<file path="src/bsf_regs.vh">
// constants, offsets, field positions and timing counts of the serial fir engine
`ifndef BSF_REGS_VH
`define BSF_REGS_VH

// datapath geometry
`define BSF_TAPS 8
`define BSF_TAP_AW 3
`define BSF_TAP_LAST 3'h7
`define BSF_TAP_HALF 4'h4
`define BSF_W 8
`define BSF_BIT_AW 3
`define BSF_CYC 2
`define BSF_MULS 4
`define BSF_LAST_BASE 4'h4
`define BSF_BASE_STEP 4'h4
`define BSF_EXT_W 10
`define BSF_TREE_W 12
`define BSF_OFW 21
`define BSF_OW 16
`define BSF_DROP 5
`define BSF_RND_HALF 21'h00_0010

// processing period is full output width plus one cycles
`define BSF_PP_CYC 22
`define BSF_CNT_W 5
`define BSF_CNT_LAST 5'h15
`define BSF_BIT_LAST 5'h07

// register byte offsets
`define BSF_CTRL_OFS 4'h0
`define BSF_STAT_OFS 4'h4
`define BSF_OCNT_OFS 4'h8

// control fields
`define BSF_F_FIXED 0
`define BSF_F_RND 1
`define BSF_F_UNS 2
`define BSF_F_SYM_LO 3
`define BSF_F_CPXP 5
`define BSF_F_CPXS 6
`define BSF_F_DEC_LO 8
`define BSF_F_INT_LO 12
`define BSF_CTRL_RST 16'h0000

// bus answers
`define BSF_RESP_OK 2'h0
`define BSF_RESP_ERR 2'h2

`endif

</file>
<file path="src/bsf_fir.v">
// bit-serial fir engine with axi4-lite control registers
`include "bsf_regs.vh"

module bsf_fir (
  input wire clk_i,
  input wire reset_n_i,
  input wire [2*`BSF_W-1:0] din_i,
  input wire irdy_i,
  input wire real_in_i,
  input wire [`BSF_W-1:0] coeff_i,
  input wire loadc_i,
  output wire [2*`BSF_OW-1:0] dout_o,
  output wire ordy_o,
  output wire real_out_o,
  input wire [3:0] s_axi_awaddr_i,
  input wire s_axi_awvalid_i,
  output wire s_axi_awready_o,
  input wire [31:0] s_axi_wdata_i,
  input wire [3:0] s_axi_wstrb_i,
  input wire s_axi_wvalid_i,
  output wire s_axi_wready_o,
  output wire [1:0] s_axi_bresp_o,
  output wire s_axi_bvalid_o,
  input wire s_axi_bready_i,
  input wire [3:0] s_axi_araddr_i,
  input wire s_axi_arvalid_i,
  output wire s_axi_arready_o,
  output wire [31:0] s_axi_rdata_o,
  output wire [1:0] s_axi_rresp_o,
  output wire s_axi_rvalid_o,
  input wire s_axi_rready_i
);

  ////////////////////////////////////////////////////////////////////////////
  // register slave

  reg [15:0] ctrl_reg;
  reg [3:0] awaddr_reg;
  reg aw_full_reg;
  reg [31:0] wdata_reg;
  reg [3:0] wstrb_reg;
  reg w_full_reg;
  reg bvalid_reg;
  reg [1:0] bresp_reg;
  reg rvalid_reg;
  reg [31:0] rdata_reg;
  reg [1:0] rresp_reg;
  reg [15:0] out_cnt_reg;
  reg [31:0] rd_mux;

  wire fixed_on = ctrl_reg[`BSF_F_FIXED];
  wire rnd_on = ctrl_reg[`BSF_F_RND];
  wire uns_on = ctrl_reg[`BSF_F_UNS];
  wire [1:0] sym_mode = ctrl_reg[`BSF_F_SYM_LO+1:`BSF_F_SYM_LO];
  wire cpxp_on = ctrl_reg[`BSF_F_CPXP];
  wire cpxs_on = ctrl_reg[`BSF_F_CPXS];
  wire [3:0] dec_ratio = ctrl_reg[`BSF_F_DEC_LO+3:`BSF_F_DEC_LO];
  wire [3:0] int_ratio = ctrl_reg[`BSF_F_INT_LO+3:`BSF_F_INT_LO];
  wire int_on = (int_ratio > 4'h1);
  wire sym_on = (sym_mode == 2'h1) | (sym_mode == 2'h2);

  assign s_axi_awready_o = ~aw_full_reg & ~bvalid_reg;
  assign s_axi_wready_o = ~w_full_reg & ~bvalid_reg;
  assign s_axi_bvalid_o = bvalid_reg;
  assign s_axi_bresp_o = bresp_reg;
  assign s_axi_arready_o = ~rvalid_reg;
  assign s_axi_rvalid_o = rvalid_reg;
  assign s_axi_rdata_o = rdata_reg;
  assign s_axi_rresp_o = rresp_reg;

  wire wr_go = aw_full_reg & w_full_reg & ~bvalid_reg;

  // address and data taken in either order, answered once both are held
  always @(posedge clk_i) begin
    if (!reset_n_i) begin
      ctrl_reg <= `BSF_CTRL_RST;
      awaddr_reg <= 4'h0;
      aw_full_reg <= 1'b0;
      wdata_reg <= 32'h0000_0000;
      wstrb_reg <= 4'h0;
      w_full_reg <= 1'b0;
      bvalid_reg <= 1'b0;
      bresp_reg <= `BSF_RESP_OK;
    end else begin
      if (s_axi_awvalid_i && s_axi_awready_o) begin
        awaddr_reg <= s_axi_awaddr_i;
        aw_full_reg <= 1'b1;
      end
      if (s_axi_wvalid_i && s_axi_wready_o) begin
        wdata_reg <= s_axi_wdata_i;
        wstrb_reg <= s_axi_wstrb_i;
        w_full_reg <= 1'b1;
      end
      if (wr_go) begin
        aw_full_reg <= 1'b0;
        w_full_reg <= 1'b0;
        bvalid_reg <= 1'b1;
        if (awaddr_reg == `BSF_CTRL_OFS) begin
          bresp_reg <= `BSF_RESP_OK;
          if (wstrb_reg[0]) ctrl_reg[7:0] <= wdata_reg[7:0];
          if (wstrb_reg[1]) ctrl_reg[15:8] <= wdata_reg[15:8];
        end else if (awaddr_reg == `BSF_STAT_OFS || awaddr_reg == `BSF_OCNT_OFS) begin
          bresp_reg <= `BSF_RESP_OK; // read-only, write dropped
        end else begin
          bresp_reg <= `BSF_RESP_ERR;
        end
      end else if (bvalid_reg && s_axi_bready_i) begin
        bvalid_reg <= 1'b0;
      end
    end
  end

  ////////////////////////////////////////////////////////////////////////////
  // sequencing: period counter and batch base

  reg [`BSF_CNT_W-1:0] cnt_reg;
  reg [`BSF_TAP_AW:0] base_reg;
  reg [`BSF_TAP_AW-1:0] ptr_reg;
  reg pend_reg;
  reg pend_real_reg;
  reg cur_real_reg;
  reg [3:0] dec_cnt_reg;
  reg ordy_reg;
  reg real_out_reg;

  wire pp_end = (cnt_reg == `BSF_CNT_LAST);
  wire out_end = pp_end && (base_reg == `BSF_LAST_BASE);
  wire bit_phase = (cnt_reg <= `BSF_BIT_LAST);
  wire [`BSF_BIT_AW-1:0] bit_idx = cnt_reg[`BSF_BIT_AW-1:0];
  wire coef_neg = ~uns_on & (cnt_reg == `BSF_BIT_LAST);
  wire emit = (dec_cnt_reg == 4'h0);
  wire [3:0] dec_last = (dec_ratio == 4'h0) ? 4'h0 : dec_ratio - 4'h1;

  // read data mux
  always @* begin
    rd_mux = 32'h0000_0000;
    if (s_axi_araddr_i == `BSF_CTRL_OFS) begin
      rd_mux = {16'h0000, ctrl_reg};
    end else if (s_axi_araddr_i == `BSF_STAT_OFS) begin
      rd_mux = {19'h0_0000, cnt_reg, base_reg, ptr_reg, pend_reg};
    end else if (s_axi_araddr_i == `BSF_OCNT_OFS) begin
      rd_mux = {16'h0000, out_cnt_reg};
    end
  end

  // read channel, one cycle to answer
  always @(posedge clk_i) begin
    if (!reset_n_i) begin
      rvalid_reg <= 1'b0;
      rdata_reg <= 32'h0000_0000;
      rresp_reg <= `BSF_RESP_OK;
    end else if (s_axi_arvalid_i && s_axi_arready_o) begin
      rvalid_reg <= 1'b1;
      rdata_reg <= rd_mux;
      rresp_reg <= (s_axi_araddr_i == `BSF_CTRL_OFS || s_axi_araddr_i == `BSF_STAT_OFS ||
                    s_axi_araddr_i == `BSF_OCNT_OFS) ? `BSF_RESP_OK : `BSF_RESP_ERR;
    end else if (rvalid_reg && s_axi_rready_i) begin
      rvalid_reg <= 1'b0;
    end
  end

  // period counter, batch stepping, sample and decimation bookkeeping
  always @(posedge clk_i) begin
    if (!reset_n_i) begin
      cnt_reg <= {`BSF_CNT_W{1'b0}};
      base_reg <= {(`BSF_TAP_AW+1){1'b0}};
      pend_reg <= 1'b0;
      pend_real_reg <= 1'b0;
      cur_real_reg <= 1'b0;
      dec_cnt_reg <= 4'h0;
      ordy_reg <= 1'b0;
      real_out_reg <= 1'b0;
      out_cnt_reg <= 16'h0000;
    end else begin
      cnt_reg <= pp_end ? {`BSF_CNT_W{1'b0}} : cnt_reg + 5'h01;
      if (out_end) begin
        base_reg <= {(`BSF_TAP_AW+1){1'b0}};
      end else if (pp_end) begin
        base_reg <= base_reg + `BSF_BASE_STEP;
      end
      // a new sample wins over the consume at the same edge
      if (irdy_i) begin
        pend_reg <= 1'b1;
        pend_real_reg <= real_in_i;
      end else if (out_end) begin
        pend_reg <= 1'b0;
      end
      if (out_end && pend_reg) begin
        cur_real_reg <= pend_real_reg;
      end
      ordy_reg <= out_end & emit;
      real_out_reg <= out_end & emit & cpxs_on & cur_real_reg;
      if (out_end) begin
        dec_cnt_reg <= (dec_cnt_reg >= dec_last) ? 4'h0 : dec_cnt_reg + 4'h1;
        if (emit) out_cnt_reg <= out_cnt_reg + 16'h0001;
      end
    end
  end

  assign ordy_o = ordy_reg;
  assign real_out_o = real_out_reg;

  ////////////////////////////////////////////////////////////////////////////
  // coefficient registers

  reg [`BSF_W-1:0] coef_reg [0:`BSF_TAPS-1];
  integer ci;

  // built-in coefficient set for fixed mode
  function [`BSF_W-1:0] rom_coef;
    input [`BSF_TAP_AW-1:0] i;
    begin
      case (i)
        3'h0: rom_coef = 8'h01;
        3'h1: rom_coef = 8'h02;
        3'h2: rom_coef = 8'h03;
        3'h3: rom_coef = 8'h04;
        3'h4: rom_coef = 8'h04;
        3'h5: rom_coef = 8'h03;
        3'h6: rom_coef = 8'h02;
        default: rom_coef = 8'h01;
      endcase
    end
  endfunction

  // one word per edge while strobe high, newest tap first
  always @(posedge clk_i) begin
    if (!reset_n_i) begin
      ptr_reg <= {`BSF_TAP_AW{1'b0}};
      for (ci = 0; ci < `BSF_TAPS; ci = ci + 1) coef_reg[ci] <= 8'h00;
    end else if (loadc_i && !fixed_on) begin
      coef_reg[ptr_reg] <= coeff_i;
      ptr_reg <= ptr_reg + 3'h1;
    end else begin
      ptr_reg <= {`BSF_TAP_AW{1'b0}};
    end
  end

  ////////////////////////////////////////////////////////////////////////////
  // datapath lanes: lane 0 real, lane 1 imaginary

  genvar gl;
  genvar gm;
  genvar gt;
  generate
    for (gl = 0; gl < 2; gl = gl + 1) begin : g_lane
      reg [`BSF_W-1:0] tap_reg [0:`BSF_TAPS-1];
      reg [`BSF_W-1:0] hold_reg;
      reg [`BSF_OFW-1:0] acc_reg;
      reg [`BSF_OW-1:0] dout_reg;
      wire signed [`BSF_TREE_W-1:0] node [0:2*`BSF_MULS-2];
      integer ti;

      // complex-serial routes real samples to lane 0, imaginary to lane 1
      wire lane_take = cpxs_on ? ((gl == 0) ? pend_real_reg : ~pend_real_reg) : 1'b1;
      wire shift_go = out_end & ((pend_reg & lane_take) | int_on);

      // multiplier bank, one serial multiplier per slot
      for (gm = 0; gm < `BSF_MULS; gm = gm + 1) begin : g_mul
        localparam [`BSF_TAP_AW:0] SLOT = gm;
        wire [`BSF_TAP_AW:0] idx_full = base_reg + SLOT;
        wire [`BSF_TAP_AW-1:0] idx = idx_full[`BSF_TAP_AW-1:0];
        wire [`BSF_TAP_AW-1:0] pidx = `BSF_TAP_LAST - idx;
        wire [`BSF_W-1:0] tv = tap_reg[idx];
        wire [`BSF_W-1:0] pv = tap_reg[pidx];
        wire signed [`BSF_EXT_W-1:0] a = uns_on ? {2'b00, tv} : {{2{tv[`BSF_W-1]}}, tv};
        wire signed [`BSF_EXT_W-1:0] b = uns_on ? {2'b00, pv} : {{2{pv[`BSF_W-1]}}, pv};
        wire in_use = (idx_full < `BSF_TAPS) & (~sym_on | (idx_full < `BSF_TAP_HALF));
        wire signed [`BSF_EXT_W-1:0] op = (sym_mode == 2'h1) ? a + b :
                                          (sym_mode == 2'h2) ? a - b : a;
        wire [`BSF_W-1:0] cv = fixed_on ? rom_coef(idx) : coef_reg[idx];
        wire cbit = cv[bit_idx];
        wire signed [`BSF_EXT_W-1:0] pp = (in_use & cbit) ? (coef_neg ? -op : op) :
                                          {`BSF_EXT_W{1'b0}};
        assign node[`BSF_MULS-1+gm] = {{(`BSF_TREE_W-`BSF_EXT_W){pp[`BSF_EXT_W-1]}}, pp};
      end

      // binary adder tree, all levels concurrent
      for (gt = 0; gt < `BSF_MULS - 1; gt = gt + 1) begin : g_add
        assign node[gt] = node[2*gt+1] + node[2*gt+2];
      end

      wire [`BSF_OFW-1:0] term_ext = {{(`BSF_OFW-`BSF_TREE_W){node[0][`BSF_TREE_W-1]}}, node[0]};
      wire [`BSF_OFW-1:0] term = term_ext << bit_idx;
      wire [`BSF_OFW-1:0] rsum = acc_reg + (rnd_on ? `BSF_RND_HALF : {`BSF_OFW{1'b0}});

      // tap shift chain, cleared by reset
      always @(posedge clk_i) begin
        if (!reset_n_i) begin
          hold_reg <= 8'h00;
          for (ti = 0; ti < `BSF_TAPS; ti = ti + 1) tap_reg[ti] <= 8'h00;
        end else begin
          if (irdy_i) begin
            hold_reg <= (gl == 1 && cpxp_on) ? din_i[2*`BSF_W-1:`BSF_W] : din_i[`BSF_W-1:0];
          end
          if (shift_go) begin
            tap_reg[0] <= (pend_reg & lane_take) ? hold_reg : 8'h00;
            for (ti = 1; ti < `BSF_TAPS; ti = ti + 1) tap_reg[ti] <= tap_reg[ti-1];
          end
        end
      end

      // accumulator across batches and scaled output register
      always @(posedge clk_i) begin
        if (!reset_n_i) begin
          acc_reg <= {`BSF_OFW{1'b0}};
          dout_reg <= 16'h0000;
        end else if (out_end) begin
          acc_reg <= {`BSF_OFW{1'b0}};
          if (emit) dout_reg <= rsum[`BSF_OFW-1:`BSF_DROP];
        end else if (bit_phase) begin
          acc_reg <= acc_reg + term;
        end
      end

      // imaginary half reads zero unless a complex mode is on
      assign dout_o[gl*`BSF_OW +: `BSF_OW] = (gl == 0 || cpxp_on || cpxs_on) ? dout_reg :
                                              16'h0000;
    end
  endgenerate

endmodule

</file>
<file path="config.mk">
export PLATFORM = sky130hd
export DESIGN_NAME = bsf_fir
export DESIGN_NICKNAME = d
export VERILOG_FILES = /design/src/bsf_fir.v
export VERILOG_INCLUDE_DIRS = /design/src
export SDC_FILE = /design/constraint.sdc
export NUM_CORES = 1
export LEC_CHECK = 0
export BUFFER_PORTS_ARGS = -buffer_cell sky130_fd_sc_hd__buf_2
export CAP_MARGIN = 40
export CORE_MARGIN = 2
export CORE_UTILIZATION = 59
export CTS_BUF_LIST = sky130_fd_sc_hd__clkbuf_4 sky130_fd_sc_hd__clkbuf_8
export DETAILED_ROUTE_END_ITERATION = 8
export PLACE_DENSITY = 0.92
export SETUP_SLACK_MARGIN = 0.02
export SLEW_MARGIN = 30
export SYNTH_ARGS = -nofsm -noshare
export SYNTH_HDL_FRONTEND = slang
export SYNTH_SLANG_ARGS = --single-unit
</file>
<file path="constraint.sdc">
create_clock -name clk_i -period 8.85 [get_ports clk_i]
set_input_delay 2.655 -clock clk_i [delete_from_list [all_inputs] [get_ports clk_i]]
set_output_delay 2.655 -clock clk_i [all_outputs]
set_load 0.02 [all_outputs]
</file>
==> run metrics <==
WP data required 9.46 ns; Die Span Y ~240 microns; worst-path maximum fanout 4; Detailed Place HPWL 59920 microns; H-tree levels 2; CTS tree built; Critical-path top delay cell fa_1; CP Capture Type flop; DRT antenna net count 0; wire per inst between 15 and 20 microns; area grow syn2layout 8.715%; core area around 54000 sq um; f_max about 0.12 GHz; final std cells w/o fill about 4500; post-synthesis cell area roughly 32000 sq um; post-synth top area cell edfxtp_1; RSZ-0062 raised after global routing yes; total grt overflow 0; Top Metal Used met4; Slew @ Worst Pin around 0.9 ns; DRC 0; Seq/Total Area, Yosys between 20% and 30%; post-route cell area approximately 35000 sq um; via count of the routed design 28110; initial antenna violation count 3; GRT Total Usage between 20% and 30%; Yosys warning count 0; flip-flop count of the largest register after layout roughly 130; placed cell count about 4400; pin count of the biggest net entering global routing 67; Final Routed Wirelength roughly 86000 microns; endpoints failing hold 0; top cell type's share of synthesized area around 18%; crit-path leading delay family compound AO/OA/AOI/OAI gates; I/O Buffers between 100 and 150; DRT Pass-1 Iters 6; distinct cell type count after synthesis 97; Hold Crit Class flop to flop; filler instances 3840; setup violators final 0; Yosys reg bits around 380; outcome complete, no violations; Root Driver clkbuf_8; min-delay src g_lane[0].acc_reg[0]; Nets 4146; share of post-route cells with drive strength above 1 12.50%; period utilisation layout roughly 95%; die width approximately 240 microns; placer's final routability congestion estimate between 0.9 and 1; Slew headroom between 30% and 40%; vias per cell roughly 6.2; critical path arrival between 9 and 10 ns; Pleak 15.45 nW; metal3 WL roughly 6700 microns; Tmin final around 8.4 ns; Cells after Synth 3688; first-pass GRT wire length about 140000 microns; M1 WL 33580 microns; # rows 85; vias in the first global route approximately 27000; routed wl met2 40720 microns; io pins roughly 150; Initial DRC Count roughly 3200; clock slew at reported path FFs about 0.07 ns; Syn Area/Cell roughly 8.7 sq um; total of max-cap violations 0; Slew Limit Fails 0; Die ar. 56100 sq um; Worst R2R Start base_reg[2]; Post-synth EDFFs 192; ys async rst share 0%; CTS Hold Buffers Added 0; top post-synthesis cells by area edfxtp_1 18%, dfxtp_1 12%, ha_1 11%; VDD IR max 0.1928 mV; clock sinks approximately 380; Critical Path Source Type flop; Register Area roughly 9500 sq um; Cell Area, Placed about 33000 sq um; Pwr Density roughly 160 nW/um^2; maximum clock insertion buffer count 3; Num CTS Buffers just under 60; CP bufs+invs 6; Setup CP Type flop to flop; Initial Util 59.56%; Final TNS setup 0 ns; Multi-input gate area roughly 21000 sq um; crit path from base_reg[2]; Finished Core Util about two thirds; ys flop type edfxtp_1; clk_lat worst skew roughly 0.69 ns; crit-path max cell delay between 0.4 and 0.5 ns; clk_skew ~0.023 ns
[synth_stat cells, drive strengths merged, types with 11 or more instances]
cell type	instances
o21a	26
nand3b	11
nand2	338
o21ai	187
a21boi	28
a21o	45
o31ai	28
nor2b	113
a211oi	44
o22ai	22
mux2	73
o21bai	20
o31a	12
inv	218
or2	29
or3	24
mux2i	178
mux4	13
nor3	71
a221oi	13
a2111oi	14
ha	276
a31oi	30
xnor2	120
nor4	12
o211a	43
and3	34
a21oi	212
edfxtp	192
and2	231
dfxtp	186
buf	77
fa	24
a22oi	15
xor2	102
nor2	276
nand3	57
nand2b	43
clkbuf	116
o211ai	16
[layout by cell type, fill, tap and decap left out, types with 23 or more instances in the layout]
cell	count
dfxtp_1	184
o31ai_1	23
a211oi_1	40
inv_1	216
o211a_1	43
fa_1	24
and2_1	230
nand2b_1	43
nor2_1	273
or2_2	28
mux2_2	66
mux2i_1	177
nor3_1	71
clkbuf_4	25
o21a_1	26
and3_1	33
clkbuf_8	66
xor2_1	101
nand2_1	338
buf_4	72
a21o_1	45
ha_1	272
buf_2	115
nor2b_1	113
edfxtp_1	192
xnor2_1	120
nand3_1	56
a31oi_1	30
a21boi_0	23
o21ai_0	168
or3_1	23
a21oi_1	204
[per-layer routing]
| layer | vias up | global-route usage, % |
|---|---|---|
| li1 | 13180 | - |
| met5 | - | 0 |
| met4 | 0 | 16.55 |
| met3 | 312 | 4.022 |
| met2 | 1389 | 50.37 |
| met1 | 13230 | 36.40 |
[worst min-delay path: stages (launching register included)]
cell and delay, ns:
dfxtp_1 0.32, nand2_1 0.05, a21oi_1 0.05
[cells by family after synthesis]
kind of cell | synth area share (%)
AOI/OAI and AO/OA | 17.53
xor gates and xnor gates | 6.078
and+or+nand+nor | 19.92
buffers and inverters | 5.363
DFF | 29.66
muxes | 9.137
adders and majority gates | 12.30
other | 0.01172
[through the flow]
stage          power, W  hold slack [ns]  setup WS, ns
3_3_place_gp   0.003906           0.4475        0.1820
6_report       0.005727           0.4642        0.4100
5_1_grt        0.006023           0.4871      -0.04667
3_5_place_dp   0.003972           0.4542       0.05684
4_1_cts        0.005661           0.4634        0.1118
2_1_floorplan  0.003586           0.4362        0.1210
[repair_timing]
action                     in CTS  in global routing
setup buffers                   1                  9
setup endpoints to repair       1                 16
gates cloned                    0                  1
resized for setup               1                 39
hold endpoints to repair        0                  0
pin swaps                       0                  7
[final timing paths]
path | slack (ns) | to | cells after the start
worst max register to register | 0.41 | g_lane[1].acc_reg[20] | 41
worst min-delay path | 0.46 | g_lane[0].acc_reg[0] | 2
worst max-delay path | 0.41 | g_lane[1].acc_reg[20] | 41
worst min register to register | 0.46 | g_lane[0].acc_reg[0] | 2
[report_power, final]
| group | internal [W] | total [W] | switching, W |
|---|---|---|---|
| combinational | 0.000829 | 0.00194 | 0.00111 |
| sequential | 0.00197 | 0.00211 | 0.000140 |
| clock | 0.000941 | 0.00168 | 0.000741 |
[layout make-up]
class / count / share of cell area (%)
clock buffers: 91 / 3.152
well taps: 696 / 2.504
flip-flops and latches: 378 / 27.30
inverters: 218 / 2.353
repair buffers: 195 / 3.591
multi-input cells: 2916 / 60.41
clock inverters: 18 / 0.6800
diodes: 1 / 0.007196
(Power assumes the default switching activity.)
